### config.mk
export PLATFORM = sky130hd
export DESIGN_NAME = outbound_queue_pointers
export DESIGN_NICKNAME = d
export VERILOG_FILES = /design/src/verilog/outbound_queue_pkg.sv /design/src/verilog/outbound_queue_pointers.sv /design/src/verilog/queue_ptr_field.sv
export SDC_FILE = /design/constraint.sdc
export NUM_CORES = 1
export LEC_CHECK = 0
export BUFFER_PORTS_ARGS = -buffer_cell sky130_fd_sc_hd__buf_2
export CAP_MARGIN = 0
export CORE_MARGIN = 3
export CORE_UTILIZATION = 60
export DETAILED_ROUTE_END_ITERATION = 8
export PLACE_DENSITY = 0.85
export SETUP_SLACK_MARGIN = 0.1
export SYNTH_ARGS = -nofsm -noshare
export SYNTH_HDL_FRONTEND = slang
export SYNTH_SLANG_ARGS = --single-unit
### constraint.sdc
create_clock -name ref_clk -period 3.5 [get_ports ref_clk]
set_clock_uncertainty 0.1 [all_clocks]
set_input_delay 0.35 -clock ref_clk [delete_from_list [all_inputs] [get_ports ref_clk]]
set_output_delay 0.35 -clock ref_clk [all_outputs]
set_load 0.005 [all_outputs]
### src/verilog/outbound_queue_pkg.sv
package outbound_queue_pkg;

	// geometry of a pointer register image
	localparam int DATA_W     = 32;
	localparam int OFFSET_W   = 18;
	localparam int BASE_W     = 12;
	localparam int NUM_PTRS   = 4;
	localparam int BASE_LSB   = 20;
	localparam int OFFSET_LSB = 2;
	localparam int INCREMENT_STROBE_BIT   = 0;

	// byte addresses of the register bank
	localparam logic [11:0] OFF_FREE_TAIL_PTR  = 12'h528;
	localparam logic [11:0] OFF_FREE_TAIL_BUMP = 12'h52C;
	localparam logic [11:0] OFF_FREE_HEAD_PTR  = 12'h530;
	localparam logic [11:0] OFF_POST_TAIL_PTR  = 12'h534;
	localparam logic [11:0] OFF_POST_HEAD_PTR  = 12'h538;
	localparam logic [11:0] OFF_POST_HEAD_BUMP = 12'h53C;

	// pointer slots, in the order the bank holds them
	localparam int PTR_FREE_TAIL = 0;
	localparam int PTR_FREE_HEAD = 1;
	localparam int PTR_POST_TAIL = 2;
	localparam int PTR_POST_HEAD = 3;
	localparam logic [11:0] OFF_PTR [NUM_PTRS] = '{OFF_FREE_TAIL_PTR, OFF_FREE_HEAD_PTR,
	                                               OFF_POST_TAIL_PTR, OFF_POST_HEAD_PTR};

	// values after primary reset
	localparam logic [17:0] PTR_RESET  = 18'h0_0000;
	localparam logic [11:0] BASE_RESET = 12'h000;
	localparam logic [31:0] DATA_RESET = 32'h0000_0000;

	// AXI4-Lite answers
	localparam logic [1:0] RESP_OKAY   = 2'h0;
	localparam logic [1:0] RESP_DECERR = 2'h3;

endpackage : outbound_queue_pkg

### src/verilog/outbound_queue_pointers.sv
`timescale 1ns/1ns
module outbound_queue_pointers
	import outbound_queue_pkg::*;
#(
	parameter int ADDR_W = 12
) (
	// clock and reset
	input  wire logic                                ref_clk,
	input  wire logic                                arst_n,
	// AXI4-Lite write address
	input  wire logic [ADDR_W-1:0]                   s_axi_awaddr,
	input  wire logic                                s_axi_awvalid,
	output logic                                     s_axi_awready,
	// AXI4-Lite write data
	input  wire logic [outbound_queue_pkg::DATA_W-1:0]   s_axi_wdata,
	input  wire logic [outbound_queue_pkg::DATA_W/8-1:0] s_axi_wstrb,
	input  wire logic                                s_axi_wvalid,
	output logic                                     s_axi_wready,
	// AXI4-Lite write response
	output logic [1:0]                               s_axi_bresp,
	output logic                                     s_axi_bvalid,
	input  wire logic                                s_axi_bready,
	// AXI4-Lite read address
	input  wire logic [ADDR_W-1:0]                   s_axi_araddr,
	input  wire logic                                s_axi_arvalid,
	output logic                                     s_axi_arready,
	// AXI4-Lite read data
	output logic [outbound_queue_pkg::DATA_W-1:0]    s_axi_rdata,
	output logic [1:0]                               s_axi_rresp,
	output logic                                     s_axi_rvalid,
	input  wire logic                                s_axi_rready,
	// outbound queue port activity, one-cycle pulses
	input  wire logic                                pciQueueWrite,
	input  wire logic                                pciQueueRead,
	// processor-bus queue base from the bridge configuration
	input  wire logic [outbound_queue_pkg::BASE_W-1:0]   busQueueBase,
	// list state toward the queue port logic
	output logic                                     freeListEmpty,
	output logic                                     postListEmpty,
	output logic [outbound_queue_pkg::OFFSET_W-1:0]  freeHeadOffset,
	output logic [outbound_queue_pkg::OFFSET_W-1:0]  postTailOffset
);

	// limits on the address width, refused at elaboration
	if (ADDR_W < 12) begin : g_addr_narrow
		$error("outbound_queue_pointers: ADDR_W must be at least 12");
	end
	if (ADDR_W > 32) begin : g_addr_wide
		$error("outbound_queue_pointers: ADDR_W must not exceed 32");
	end

	// write channel state
	logic                 awHeld_r;
	logic                 awHeld_nxt;
	logic                 wHeld_r;
	logic                 wHeld_nxt;
	logic [ADDR_W-1:0]    awAddr_r;
	logic [DATA_W-1:0]    wData_r;
	logic [DATA_W/8-1:0]  wStrb_r;
	logic                 bvalid_nxt;
	logic [1:0]           bresp_r;

	// read channel state
	logic                 arready_nxt;
	logic                 rvalid_nxt;

	// pointer bank
	logic [BASE_W-1:0]    baseCopy_r;
	logic [OFFSET_W-1:0]  ptrVal   [NUM_PTRS];
	logic [OFFSET_W-1:0]  ptrLoadV [NUM_PTRS];
	logic [DATA_W-1:0]    ptrImage [NUM_PTRS];
	logic [DATA_W-1:0]    rdPart   [NUM_PTRS];
	logic [NUM_PTRS-1:0]  wrHit;
	logic [NUM_PTRS-1:0]  rdHit;
	logic [NUM_PTRS-1:0]  loadVec;
	logic [NUM_PTRS-1:0]  bumpVec;
	logic                 freeListEmpty_r;
	logic                 postListEmpty_r;

	// handshakes and decode
	wire logic               awTake   = s_axi_awvalid && s_axi_awready;
	wire logic               wTake    = s_axi_wvalid && s_axi_wready;
	wire logic               bDone    = s_axi_bvalid && s_axi_bready;
	wire logic               arTake   = s_axi_arvalid && s_axi_arready;
	wire logic               rDone    = s_axi_rvalid && s_axi_rready;
	wire logic               wrGo     = awHeld_r && wHeld_r && !s_axi_bvalid;
	wire logic [ADDR_W-1:0]  wrWord   = {awAddr_r[ADDR_W-1:2], 2'b00};
	wire logic [ADDR_W-1:0]  rdWord   = {s_axi_araddr[ADDR_W-1:2], 2'b00};
	wire logic               wrTailBp = wrWord == ADDR_W'(OFF_FREE_TAIL_BUMP);
	wire logic               wrHeadBp = wrWord == ADDR_W'(OFF_POST_HEAD_BUMP);
	wire logic               rdBump   = (rdWord == ADDR_W'(OFF_FREE_TAIL_BUMP)) ||
	                                    (rdWord == ADDR_W'(OFF_POST_HEAD_BUMP));
	wire logic               wrMapped = (|wrHit) || wrTailBp || wrHeadBp;
	wire logic               rdMapped = (|rdHit) || rdBump;
	wire logic [DATA_W-1:0]  wrMask   = {{8{wStrb_r[3]}}, {8{wStrb_r[2]}},
	                                     {8{wStrb_r[1]}}, {8{wStrb_r[0]}}};
	wire logic               incrOne  = wStrb_r[0] && wData_r[INCREMENT_STROBE_BIT];
	wire logic [DATA_W-1:0]  rdMux    = rdPart[0] | rdPart[1] | rdPart[2] | rdPart[3];

	// increment strobes self-clear: they act in the commit cycle and read back zero
	assign bumpVec[PTR_FREE_TAIL] = wrGo && wrTailBp && incrOne;
	assign bumpVec[PTR_FREE_HEAD] = pciQueueWrite;
	assign bumpVec[PTR_POST_TAIL] = pciQueueRead;
	assign bumpVec[PTR_POST_HEAD] = wrGo && wrHeadBp && incrOne;

	// one slot per pointer: decode, byte-merged load, storage, read image
	for (genvar i = 0; i < NUM_PTRS; i++) begin : g_ptr
		wire logic [DATA_W-1:0] merged = (ptrImage[i] & ~wrMask) | (wData_r & wrMask);

		assign wrHit[i]    = wrWord == ADDR_W'(OFF_PTR[i]);
		assign rdHit[i]    = rdWord == ADDR_W'(OFF_PTR[i]);
		assign loadVec[i]  = wrGo && wrHit[i];
		// base bits of the write are dropped; only the offset field takes data
		assign ptrLoadV[i] = merged[OFFSET_LSB +: OFFSET_W];
		assign ptrImage[i] = {baseCopy_r, ptrVal[i], 2'b00};
		assign rdPart[i]   = rdHit[i] ? ptrImage[i] : DATA_RESET;

		queue_ptr_field #(
			.W         (OFFSET_W),
			.RESET_VAL (PTR_RESET)
		) u_field (
			.ref_clk (ref_clk),
			.arst_n  (arst_n),
			.load    (loadVec[i]),
			.loadVal (ptrLoadV[i]),
			.bump    (bumpVec[i]),
			.value   (ptrVal[i])
		);
	end

	// write address and data are held independently, so either may arrive first
	assign awHeld_nxt  = awTake ? 1'b1 : (bDone ? 1'b0 : awHeld_r);
	assign wHeld_nxt   = wTake ? 1'b1 : (bDone ? 1'b0 : wHeld_r);
	assign bvalid_nxt  = wrGo ? 1'b1 : (bDone ? 1'b0 : s_axi_bvalid);
	assign arready_nxt = arTake ? 1'b0 : (rDone ? 1'b1 : s_axi_arready);
	assign rvalid_nxt  = arTake ? 1'b1 : (rDone ? 1'b0 : s_axi_rvalid);

	always_ff @(posedge ref_clk or negedge arst_n) begin
		if (!arst_n) begin
			awHeld_r      <= 1'b0;
			wHeld_r       <= 1'b0;
			s_axi_awready <= 1'b1;
			s_axi_wready  <= 1'b1;
			s_axi_bvalid  <= 1'b0;
		end else begin
			awHeld_r      <= awHeld_nxt;
			wHeld_r       <= wHeld_nxt;
			s_axi_awready <= !awHeld_nxt;
			s_axi_wready  <= !wHeld_nxt;
			s_axi_bvalid  <= bvalid_nxt;
		end
	end

	always_ff @(posedge ref_clk or negedge arst_n) begin
		if (!arst_n) begin
			awAddr_r <= '0;
			wData_r  <= DATA_RESET;
			wStrb_r  <= '0;
			bresp_r  <= RESP_OKAY;
		end else begin
			if (awTake) awAddr_r <= s_axi_awaddr;
			if (wTake) wData_r <= s_axi_wdata;
			if (wTake) wStrb_r <= s_axi_wstrb;
			if (wrGo) bresp_r <= wrMapped ? RESP_OKAY : RESP_DECERR;
		end
	end
	assign s_axi_bresp = bresp_r;

	// one read outstanding; data captured at the address handshake
	always_ff @(posedge ref_clk or negedge arst_n) begin
		if (!arst_n) begin
			s_axi_arready <= 1'b1;
			s_axi_rvalid  <= 1'b0;
			s_axi_rdata   <= DATA_RESET;
			s_axi_rresp   <= RESP_OKAY;
		end else begin
			s_axi_arready <= arready_nxt;
			s_axi_rvalid  <= rvalid_nxt;
			if (arTake) s_axi_rdata <= rdMux;
			if (arTake) s_axi_rresp <= rdMapped ? RESP_OKAY : RESP_DECERR;
		end
	end

	// base copy and list state; the empty flag lags the pointers by one cycle
	always_ff @(posedge ref_clk or negedge arst_n) begin
		if (!arst_n) begin
			baseCopy_r      <= BASE_RESET;
			freeListEmpty_r <= 1'b1;
			postListEmpty_r <= 1'b1;
		end else begin
			baseCopy_r      <= busQueueBase;
			freeListEmpty_r <= ptrVal[PTR_FREE_TAIL] == ptrVal[PTR_FREE_HEAD];
			postListEmpty_r <= ptrVal[PTR_POST_TAIL] == ptrVal[PTR_POST_HEAD];
		end
	end

	assign freeListEmpty  = freeListEmpty_r;
	assign postListEmpty  = postListEmpty_r;
	assign freeHeadOffset = ptrVal[PTR_FREE_HEAD];
	assign postTailOffset = ptrVal[PTR_POST_TAIL];
endmodule : outbound_queue_pointers

### src/verilog/queue_ptr_field.sv
`timescale 1ns/1ns
module queue_ptr_field #(
	parameter int              W         = 18,
	parameter logic [W-1:0]    RESET_VAL = '0
) (
	// clock and reset
	input  wire logic          ref_clk,
	input  wire logic          arst_n,
	// load from software, advance from the queue port or a bump register write
	input  wire logic          load,
	input  wire logic [W-1:0]  loadVal,
	input  wire logic          bump,
	// current word offset
	output logic      [W-1:0]  value
);

	if (W < 1) begin : g_bad_width
		$error("queue_ptr_field: W must be positive");
	end

	// software load wins over a bump in the same cycle; the load is the newer intent
	always_ff @(posedge ref_clk or negedge arst_n) begin
		if (!arst_n) begin
			value <= RESET_VAL;
		end else if (load) begin
			value <= loadVal;
		end else if (bump) begin
			// carry out of the top bit is dropped, so the field wraps to zero
			value <= W'(value + 1'b1);
		end
	end

endmodule : queue_ptr_field

==> results.toml, run 1 <==
[timing]
relSlewSlack_pct = 30.18
fin_ws_ns = 0.9609
setup_violations = 0
hold_viol = 41
tightest_slew_ns = 1.047
rsz0062_at_grt = "false"
maxClockFrequency_mhz = 393.8
finalCriticalPeriod_ns = 2.539
report.final.slew_viol_count = 0
whs_ns = -0.07503
finalCritPeriodShare_pct = 72.55
finalSetupTns_ns = 0

[yosys]
synthDominantAreaCellType = "sky130_fd_sc_hd__dfrtp_1"
netlist_area_um2 = 8428
synthAdderAreaFrac_pct = 0.5938
synth_top_family_by_area = "compound AO/OA/AOI/OAI gates"
yosys-mux-area-fraction_pct = 5.003
synth_enable_flop_cells = 0
synth.distinct_cells = 65
netlist_top_cells_area = "sky130_fd_sc_hd__dfrtp_1, sky130_fd_sc_hd__a21oi_1, sky130_fd_sc_hd__mux2_2, sky130_fd_sc_hd__nand2_1, sky130_fd_sc_hd__nand3_1"
synth-compound-area-share_pct = 20.13
number_of_storage_elements_in_the_synthesis_netlist = 157
synthesis.instances = 889
synth.top_cell.area_share_pct = 45.13
yosysWarnings = 0
sequential_to_total_area_share_from_yosys_stat_pct = 46.69
synth-async-reset-ratio_pct = 100.0
synth_xor_xnor_area_share_pct = 3.741
synthSimpleGateAreaFrac_pct = 19.11
synthesis.area_per_instance_um2 = 9.480
postSynth.topFlopCell = "sky130_fd_sc_hd__dfrtp_1"

[detailed_routing]
totalWireLength_mm = 23.86
drc = 0
antenna_left = 0
drt_pass1_iterations = 9
drt-initial-drc-count = 884
vias_per_instance = 6.499
detailroute.via_count = 7812
post_dr_wirelength_cell_um = 19.85

[worst_setup_path]
setup_crit_start = "s_axi_bvalid"
ff2ff_path_depth = 5
worst-r2r-setup-slack_ns = 0.96
timing.critical_path.slowest_stage_cell = "sky130_fd_sc_hd__and3b_1"
cp_data_required_time_ns = 3.70
cp-end-kind = "register"
critical_path_class = "register to register"
worstReg2RegStart = "s_axi_bvalid"
worstPathBufferInverterCount = 0
cp_cell_sequence = "and3b_1 > nand4_2 > nor2_1 > nand2_1 > o311ai_0"
path_delay_family = "simple AND/OR/NAND/NOR gates"
worstPathArrival_ns = 2.74
worst_path_largest_cell_delay_ns = 0.55
setup.worst_path.start_class = "register"
critPathMaxFanout = 18

[placed_design]
post-place-cells = 1157
place.gp.congestion = 0.9137
dpl_cell_area_um2 = 9143
hpwl_mm = 16.59
dpl_worst_slack_ns = 1.125
buffer_ports.inserted = 139

[job]
drv.max_cap_violation_count = 0

[grt]
grt_antenna_before_repair = 0
gr-usage-all-layers_pct = 30.40
grt_start_max_net_pins = 114
gr-total-overflow = 0
grt_first_pass_wirelength_mm = 37.83
first_global_vias = 7333

[worst_hold_path]
timing.hold.worst.class = "input pin to asynchronous set/reset pin"

[layout]
flow.area_growth_from_synthesis_pct = 17.61
layout.cells.most_common = "sky130_fd_sc_hd__dfrtp_1"
finalInstanceArea_um2 = 9912
drive_above_1_share_pct = 24.27
final-instance-count-excl-fill = 1202
finalNetCount = 1098
n_antenna_cell = 0
layout_common_cells = "sky130_fd_sc_hd__dfrtp_1, sky130_fd_sc_hd__buf_2, sky130_fd_sc_hd__a21oi_1"

[clocking]
numCtsBuffers = 17
buffer_cell_driving_the_clock_tree_root = "sky130_fd_sc_hd__clkbuf_16"
clock_tree.htree_level_count = 4
cts_setup_buffers = 0
bufs_on_longest_clock_path = 2
clkLatencyLatePin_ns = 0.44
numClockSinks = 157
tritoncts = "built"
clkSlewWorstSetupHoldPaths_ns = 0.06

[floorplan]
core_area_um2 = 13510
start_util_pct = 62.41
die_ar_um2 = 15510
pin_count = 160
std_cell_rows = 42
die_boundary_width_um = 124.5
die_y_um = 124.5

[outcome]
failed_checks = "hold timing"
outcome = "finished with violations"

[pwr]
power_per_cell_area_nw_per_um2 = 642.7
static-leakage-power_nw = 4.624
ir_worst_vdd_v = 0.0004716
synth_stat cells, types with 7 or more instances:
| cell type | instances |
|---|---|
| sky130_fd_sc_hd__dfrtp_1 | 152 |
| sky130_fd_sc_hd__nand4_1 | 21 |
| sky130_fd_sc_hd__xnor2_1 | 8 |
| sky130_fd_sc_hd__buf_4 | 13 |
| sky130_fd_sc_hd__and3_1 | 16 |
| sky130_fd_sc_hd__nand2_1 | 78 |
| sky130_fd_sc_hd__nor4_1 | 9 |
| sky130_fd_sc_hd__a222oi_1 | 18 |
| sky130_fd_sc_hd__buf_2 | 22 |
| sky130_fd_sc_hd__nor2_1 | 56 |
| sky130_fd_sc_hd__o211ai_1 | 9 |
| sky130_fd_sc_hd__nand3_1 | 50 |
| sky130_fd_sc_hd__and2_1 | 14 |
| sky130_fd_sc_hd__a21oi_1 | 129 |
| sky130_fd_sc_hd__o22ai_1 | 17 |
| sky130_fd_sc_hd__o221a_2 | 7 |
| sky130_fd_sc_hd__inv_1 | 21 |
| sky130_fd_sc_hd__and4_1 | 8 |
| sky130_fd_sc_hd__clkbuf_1 | 23 |
| sky130_fd_sc_hd__xor2_1 | 28 |
| sky130_fd_sc_hd__a22o_1 | 12 |
| sky130_fd_sc_hd__mux2_2 | 33 |
| sky130_fd_sc_hd__o21ai_0 | 41 |
where the power goes:
group,internal [mW],switching (mW)
Combinational,0.709,0.713
Sequential,2.26,0.684
Clock,1.23,0.768
worst max-delay path by stage:
stage	cells after the start	slack (ns)	endpoint
6_report	5	0.96	register
3_3_place_gp	5	1.21	register
2_1_floorplan	8	1.67	register
4_1_cts	5	1.08	register
5_1_grt	5	0.89	register
3_5_place_dp	5	1.12	register
kinds of logic after synthesis:
family,after synthesis
XOR/XNOR,36
buffers and inverters,83
AO/OA/AOI/OAI,271
multiplexers,38
flip-flops,157
adder cells (fa/ha/maj),4
AND/OR/NAND/NOR,299
other,1
metrics by stage:
| stage | power [mW] | util (%) | hold WS (ns) |
|---|---|---|---|
| 6_report | 6.371 | 73.39 | -0.07503 |
| 5_1_grt | 6.652 | 73.39 | 0.02641 |
| 4_1_cts | 6.344 | 73.39 | 0.008195 |
| 3_5_place_dp | 4.317 | 67.70 | 0.3511 |
| 3_3_place_gp | 4.236 | 67.70 | 0.3452 |
| 2_1_floorplan | 3.653 | - | -0.04559 |
final cells by class:
type	count	area [um^2]
multi-input combinational	650	4101
sequential	157	3935
fill	987	3593
timing repair buffer	166	937.1
clock buffer	19	452.9
tap	176	220.2
clock inverter	13	186.4
inverter	21	78.83
what timing repair did:
item,CTS,global route
hold buffers,13,0
endpoints found under the hold margin,13,0
resized for setup,0,0
per-layer routing:
| metal | vias up | GRT usage, % | wire [um] |
|---|---|---|---|
| met3 | 65 | 6.904 | 2744 |
| met1 | 3702 | 41.60 | 9305 |
| met5 | - | 0 | 0 |
| met2 | 502 | 48.85 | 11240 |
| li1 | 3543 | - | - |
| met4 | 0 | 8.833 | 573 |
Note: power is estimated with default switching activity, not from simulation.
==> run 2: changes to the inputs <==
--- a/config.mk
+++ b/config.mk
@@ -8,9 +8,9 @@
 export BUFFER_PORTS_ARGS = -buffer_cell sky130_fd_sc_hd__buf_2
 export CAP_MARGIN = 0
 export CORE_MARGIN = 3
-export CORE_UTILIZATION = 60
+export CORE_UTILIZATION = 51
 export DETAILED_ROUTE_END_ITERATION = 8
-export PLACE_DENSITY = 0.85
+export PLACE_DENSITY = 0.77
 export SETUP_SLACK_MARGIN = 0.1
 export SYNTH_ARGS = -nofsm -noshare
 export SYNTH_HDL_FRONTEND = slang
==> constraint.sdc (replaced) <==
create_clock -name ref_clk -period 2.1 [get_ports ref_clk]
set_clock_uncertainty 0.1 [all_clocks]
set_input_delay 0.21 -clock ref_clk [delete_from_list [all_inputs] [get_ports ref_clk]]
set_output_delay 0.21 -clock ref_clk [all_outputs]
set_load 0.005 [all_outputs]
==> run 2 against run 1 <==
The run now ends clean. Maximum frequency increased by 28%. Non-clock buffer count increased by 98. Combinational power increased by 120%. Cell area increased by 10%. Total power increased by 71%. Setup slack got worse by 0.84 ns. Utilization decreased by 5.2 points. Global-route usage decreased by 1.7 points. Register-to-register slack got worse by 0.84 ns.
==> results.toml, run 2 (same netlist as run 1, synthesis figures left out) <==
[pwr]
static-leakage-power_nw = 5.123
report.power.total_mw = 10.88
power_per_cell_area_nw_per_um2 = 997.4
ir_worst_vdd_v = 0.0007375

[grt]
gr-usage-all-layers_pct = 28.67
grt_first_pass_wirelength_mm = 40.90
first_global_vias = 7655
grt_start_max_net_pins = 49
grt_antenna_before_repair = 0
gr-total-overflow = 0

[clocking]
bufs_on_longest_clock_path = 2
clock_tree.htree_level_count = 4
buffer_cell_driving_the_clock_tree_root = "sky130_fd_sc_hd__clkbuf_16"
numCtsBuffers = 17
clkLatencyLatePin_ns = 0.43
tritoncts = "built"
clkSlewWorstSetupHoldPaths_ns = 0.06
numClockSinks = 157

[timing]
finalCritPeriodShare_pct = 94.23
rsz0062_at_grt = "true"
whs_ns = 0.02367
report.final.slew_viol_count = 0
setup_violations = 0
finalSetupTns_ns = 0
maxClockFrequency_mhz = 505.4
relSlewSlack_pct = 53.27
hold_viol = 0
tightest_slew_ns = 0.6987
finalCriticalPeriod_ns = 1.979

[detailed_routing]
totalWireLength_mm = 26.27
length_of_routed_met3_wiring_mm = 2.729
drt-initial-drc-count = 1033
antenna_left = 0
top_layer_used = "met4"
drc = 0
post_dr_wirelength_cell_um = 19.58
vias_per_instance = 6.121
wirelength_met1_mm = 10.77
met2RoutedLength_mm = 11.96
detailroute.via_count = 8214
drt_pass1_iterations = 8

[worst_setup_path]
cp-end-kind = "register"
worstPathArrival_ns = 2.22
setup.worst_path.start_class = "register"
critPathMaxFanout = 10
cp_data_required_time_ns = 2.34
critical_path_class = "register to register"

[floorplan]
die_y_um = 134.6
die_ar_um2 = 18100
pin_count = 160
die_boundary_width_um = 134.6
std_cell_rows = 46
core_area_um2 = 16000
start_util_pct = 52.67

[layout]
fillers = 1243
drive_above_1_share_pct = 29.31
multi_input_area_um2 = 4197
ff_latch_area_um2 = 3938
post-route-util_pct = 68.20
layout.cells.most_common = "sky130_fd_sc_hd__dfrtp_1"
layout_common_cells = "sky130_fd_sc_hd__dfrtp_1, sky130_fd_sc_hd__buf_2, sky130_fd_sc_hd__a21oi_1"
finalNetCount = 1198
flow.area_growth_from_synthesis_pct = 29.48
n_antenna_cell = 0

[placed_design]
hpwl_mm = 18.34
place.gp.congestion = 0.9510
buffer_ports.inserted = 139

[outcome]
outcome = "complete, no violations"

[job]
drv.max_cap_violation_count = 0

[worst_hold_path]
timing.hold.worst.class = "input pin to register"
[run 2: cell types whose count changed in the layout (fill, tap and decap cells not counted), moves of 3 or more]
cell and delta:
sky130_fd_sc_hd__buf_12 +6, sky130_fd_sc_hd__buf_4 +54, sky130_fd_sc_hd__bufinv_16 -3, sky130_fd_sc_hd__dlygate4sd3_1 +36
sky130_fd_sc_hd__inv_6 +4, sky130_fd_sc_hd__nor2_1 -6, sky130_fd_sc_hd__nor2_2 +5
[run 2: critical path: stages (launching register included)]
cell and delay, ns:
sky130_fd_sc_hd__dfrtp_1 0.42, sky130_fd_sc_hd__nor3b_4 0.25, sky130_fd_sc_hd__buf_12 0.16, sky130_fd_sc_hd__nand4_2 0.29
sky130_fd_sc_hd__buf_4 0.29, sky130_fd_sc_hd__mux2i_1 0.20, sky130_fd_sc_hd__nand2_1 0.08, sky130_fd_sc_hd__o211ai_1 0.09
[run 2: area by class of cell]
class / count / area share (%)
multi-input combinational: 652 / 38.45
clock inverter: 13 / 1.169
tap: 216 / 2.476
clock buffer: 19 / 4.059
sequential: 157 / 36.08
timing repair buffer: 264 / 17.04
inverter: 21 / 0.7223
[run 2: power by group]
| part | leakage [nW] | total, mW | switching [mW] | internal, mW |
|---|---|---|---|---|
| combinational | 2.89 | 3.19 | 1.65 | 1.54 |
| sequential | 1.95 | 4.68 | 0.899 | 3.78 |
| clock | 0.277 | 3.02 | 1.33 | 1.69 |
| total | 5.12 | 10.9 | 3.88 | 7.01 |
[run 2: layer usage]
metal | vias to the layer above | global-route usage [%]
met5 | - | 0
met4 | 0 | 11.26
met3 | 64 | 4.583
met2 | 508 | 45.11
met1 | 3906 | 40.13
li1 | 3736 | -
[run 2: worst paths after layout]
| check | start | to | slack (ns) | cells after the start |
|---|---|---|---|---|
| setup / recovery | awAddr_r[7] | register | 0.12 | 7 |
| hold / removal | pciQueueRead | register | 0.02 | 3 |
| setup reg to reg | awAddr_r[7] | register | 0.12 | 7 |
| hold reg to reg | baseCopy_r[9] | s_axi_rdata[29] | 0.36 | 1 |
| max in group asynchronous | arst_n | asynchronous set/reset pin | 1.06 | 3 |
| min in group asynchronous | arst_n | asynchronous set/reset pin | 0.17 | 2 |
[run 2: timing repair]
item / in CTS / in global routing
gates cloned: 0 / 3
hold buffers: 49 / 0
setup endpoints to repair: 51 / 39
endpoints found under the hold margin: 178 / 0
buffers inserted: 1 / 9
pin swaps: 2 / 6
resized for setup: 7 / 17
[run 2: per-stage QoR]
stage	setup slack (ns)	cell area, um^2	std cells
after global routing	0.03788	10910	1342
after floorplan	0.2700	8432	890
after detailed placement	-0.1366	9638	1248
after CTS	0.1075	10740	1330
after global placement	-0.1116	9638	1248
final	0.1212	10910	1342
==> run 3: changes to the inputs <==
--- a/config.mk
+++ b/config.mk
@@ -8,9 +8,10 @@
 export BUFFER_PORTS_ARGS = -buffer_cell sky130_fd_sc_hd__buf_2
 export CAP_MARGIN = 0
 export CORE_MARGIN = 3
-export CORE_UTILIZATION = 51
+export CORE_UTILIZATION = 56
+export CTS_CLUSTER_DIAMETER = 200
 export DETAILED_ROUTE_END_ITERATION = 8
-export PLACE_DENSITY = 0.77
+export PLACE_DENSITY = 0.81
 export SETUP_SLACK_MARGIN = 0.1
 export SYNTH_ARGS = -nofsm -noshare
 export SYNTH_HDL_FRONTEND = slang
==> constraint.sdc (replaced) <==
create_clock -name ref_clk -period 2 [get_ports ref_clk]
set_clock_uncertainty 0.1 [all_clocks]
set_input_delay 0.2 -clock ref_clk [delete_from_list [all_inputs] [get_ports ref_clk]]
set_output_delay 0.2 -clock ref_clk [all_outputs]
set_load 0.005 [all_outputs]
==> run 3 against run 2 <==
The run now ends with setup timing left. Wire length increased by 32%. Count of clock-buffer cells in the layout decreased by 2. Utilization increased by 14 points. Non-clock buffer count increased by 49. Combinational power increased by 32%. Total power increased by 16%. First-iteration DRC count increased by 100%. Worst hold slack got worse by 0.011 ns.
==> results.toml, run 3 (same netlist as run 1, synthesis figures left out) <==
[layout]
flow.area_growth_from_synthesis_pct = 43.65
drive_above_1_share_pct = 40.51
post-route-util_pct = 82.67
final-instance-count-excl-fill = 1359
n_antenna_cell = 0
fillers = 734
layout_common_cells = "sky130_fd_sc_hd__dfrtp_1, sky130_fd_sc_hd__buf_2, sky130_fd_sc_hd__a21oi_1"
finalNetCount = 1247
layout.cells.most_common = "sky130_fd_sc_hd__dfrtp_1"

[detailed_routing]
antenna_left = 0
drt-initial-drc-count = 2081
totalWireLength_mm = 34.73
drc = 0
post_dr_wirelength_cell_um = 25.56
detailroute.via_count = 9542
drt_pass1_iterations = 8
vias_per_instance = 7.021

[worst_setup_path]
timing.critical_path.mode_cell = "sky130_fd_sc_hd__buf_6"
worst-r2r-setup-slack_ns = -0.30
timing.critical_path.slowest_stage_cell = "sky130_fd_sc_hd__dfrtp_1"
critPathMaxFanout = 7
setup.worst_path.start_class = "register"
worst_path_largest_cell_delay_ns = 0.43
critical_path_cell_count = 8
setup_crit_start = "awAddr_r[7]"
cp-end-kind = "register"
path_delay_family = "buffers and inverters"
cp_cell_sequence = "nor3b_4 > buf_6 > buf_6 > nand4_1 > buf_4 > buf_12 > a31o_4 > a21oi_2"
worstPathArrival_ns = 2.54
worstReg2RegStart = "awAddr_r[7]"
ff2ff_path_depth = 8
critical_path_class = "register to register"
cp_data_required_time_ns = 2.23
worstPathBufferInverterCount = 4

[floorplan]
die_boundary_width_um = 128.7
die_y_um = 128.7
start_util_pct = 57.55
die_ar_um2 = 16560
core_area_um2 = 14640
pin_count = 160
std_cell_rows = 44

[placed_design]
hpwl_mm = 18.76
buffer_ports.inserted = 139
post-place-cells = 1231
place.gp.congestion = 0.9690

[clocking]
numCtsBuffers = 17
buffer_cell_driving_the_clock_tree_root = "sky130_fd_sc_hd__clkbuf_16"
bufs_on_longest_clock_path = 2
clock_tree.htree_level_count = 4
clkSlewWorstSetupHoldPaths_ns = 0.08
numClockSinks = 157
clkLatencyLatePin_ns = 0.45
tritoncts = "built"

[timing]
rsz0062_at_grt = "true"
maxClockFrequency_mhz = 433.9
fin_ws_ns = -0.3048
hold_viol = 0
report.final.slew_viol_count = 0
relSlewSlack_pct = 50.04
finalCritPeriodShare_pct = 115.2
finalCriticalPeriod_ns = 2.305
tightest_slew_ns = 0.7494
setup_violations = 20
whs_ns = 0.01309

[grt]
grt_first_pass_wirelength_mm = 42.92
global_route.usage.met2_pct = 51.49
grt_start_max_net_pins = 76
grt_antenna_before_repair = 0
globalRoute.busiestLayer = "met2"
first_global_vias = 8146
gr-total-overflow = 0
grt_util_met3_pct = 8.302
gr-usage-all-layers_pct = 33.34
met1_grt_util_pct = 45.26

[pwr]
ir_worst_vdd_v = 0.001358
power_per_cell_area_nw_per_um2 = 1043
report.power.total_mw = 12.63
static-leakage-power_nw = 5.602

[worst_hold_path]
timing.hold.worst.class = "input pin to asynchronous set/reset pin"

[outcome]
failed_checks = "setup timing"
outcome = "finished with violations"

[job]
drv.max_cap_violation_count = 0
==> run 3: cell count changes in the layout (fill, tap and decap cells not counted), moves of 13 or more <==
| cell | change |
|---|---|
| sky130_fd_sc_hd__o21ai_1 | +13 |
| sky130_fd_sc_hd__a21oi_2 | +25 |
| sky130_fd_sc_hd__buf_6 | +18 |
| sky130_fd_sc_hd__o21ai_0 | -22 |
| sky130_fd_sc_hd__buf_4 | +18 |
| sky130_fd_sc_hd__a21oi_1 | -29 |
==> run 3: stage by stage <==
| step | setup TNS [ns] | cell area (um^2) | setup slack, ns |
|---|---|---|---|
| after floorplan | 0 | 8432 | 0.1700 |
| after global placement | -2.074 | 9736 | -0.1186 |
| after detailed placement | -3.064 | 9736 | -0.1883 |
| after CTS | 0 | 10950 | 0.05317 |
| after global routing | -2.480 | 12110 | -0.2728 |
| final | -1.828 | 12110 | -0.3048 |
==> run 3: cell type report <==
cell class | count | area, um^2 | share of cell area (%)
well taps | 184 | 230.2 | 1.902
inverters | 21 | 78.83 | 0.6511
clock inverters | 15 | 170.2 | 1.406
clock buffers | 17 | 425.4 | 3.514
flip-flops and latches | 157 | 3946 | 32.60
multi-input cells | 652 | 4761 | 39.32
repair buffers | 313 | 2495 | 20.61
==> run 3: power breakdown <==
part | leakage (nW) | switching, mW | internal (mW)
sequential | 1.94 | 1.11 | 3.97
combinational | 3.37 | 2.28 | 1.94
clock | 0.287 | 1.54 | 1.78
==> run 3: worst min path at each step <==
stage / startpoint / end / slack [ns] / cells after the start
2_1_floorplan: arst_n / asynchronous set/reset pin / -0.20 / 0
4_1_cts: pciQueueWrite / register / 0.007 / 3
3_5_place_dp: arst_n / s_axi_rdata[8] / -0.10 / 1
3_3_place_gp: arst_n / s_axi_rdata[8] / -0.1 / 1
5_1_grt: arst_n / s_axi_rdata[8] / 0.01 / 2
6_report: arst_n / s_axi_rdata[8] / 0.01 / 2
==> run 3: routing by layer <==
metal  vias up  routed length, um  share of wire (%)
li1       3846                  -                  -
met1      4424              11720                 34
met2       957              15500                 45
met3       315               4831                 14
met4         0               2680                7.7
met5         -                  0                  0
==> run 3: repair_timing <==
item / in CTS / in global routing
setup endpoints to repair: 66 / 71
cloned: 2 / 12
pin swaps: 6 / 68
hold endpoints to repair: 204 / 0
gates resized for setup: 17 / 169
buffers inserted: 2 / 31
hold buffers: 49 / 0
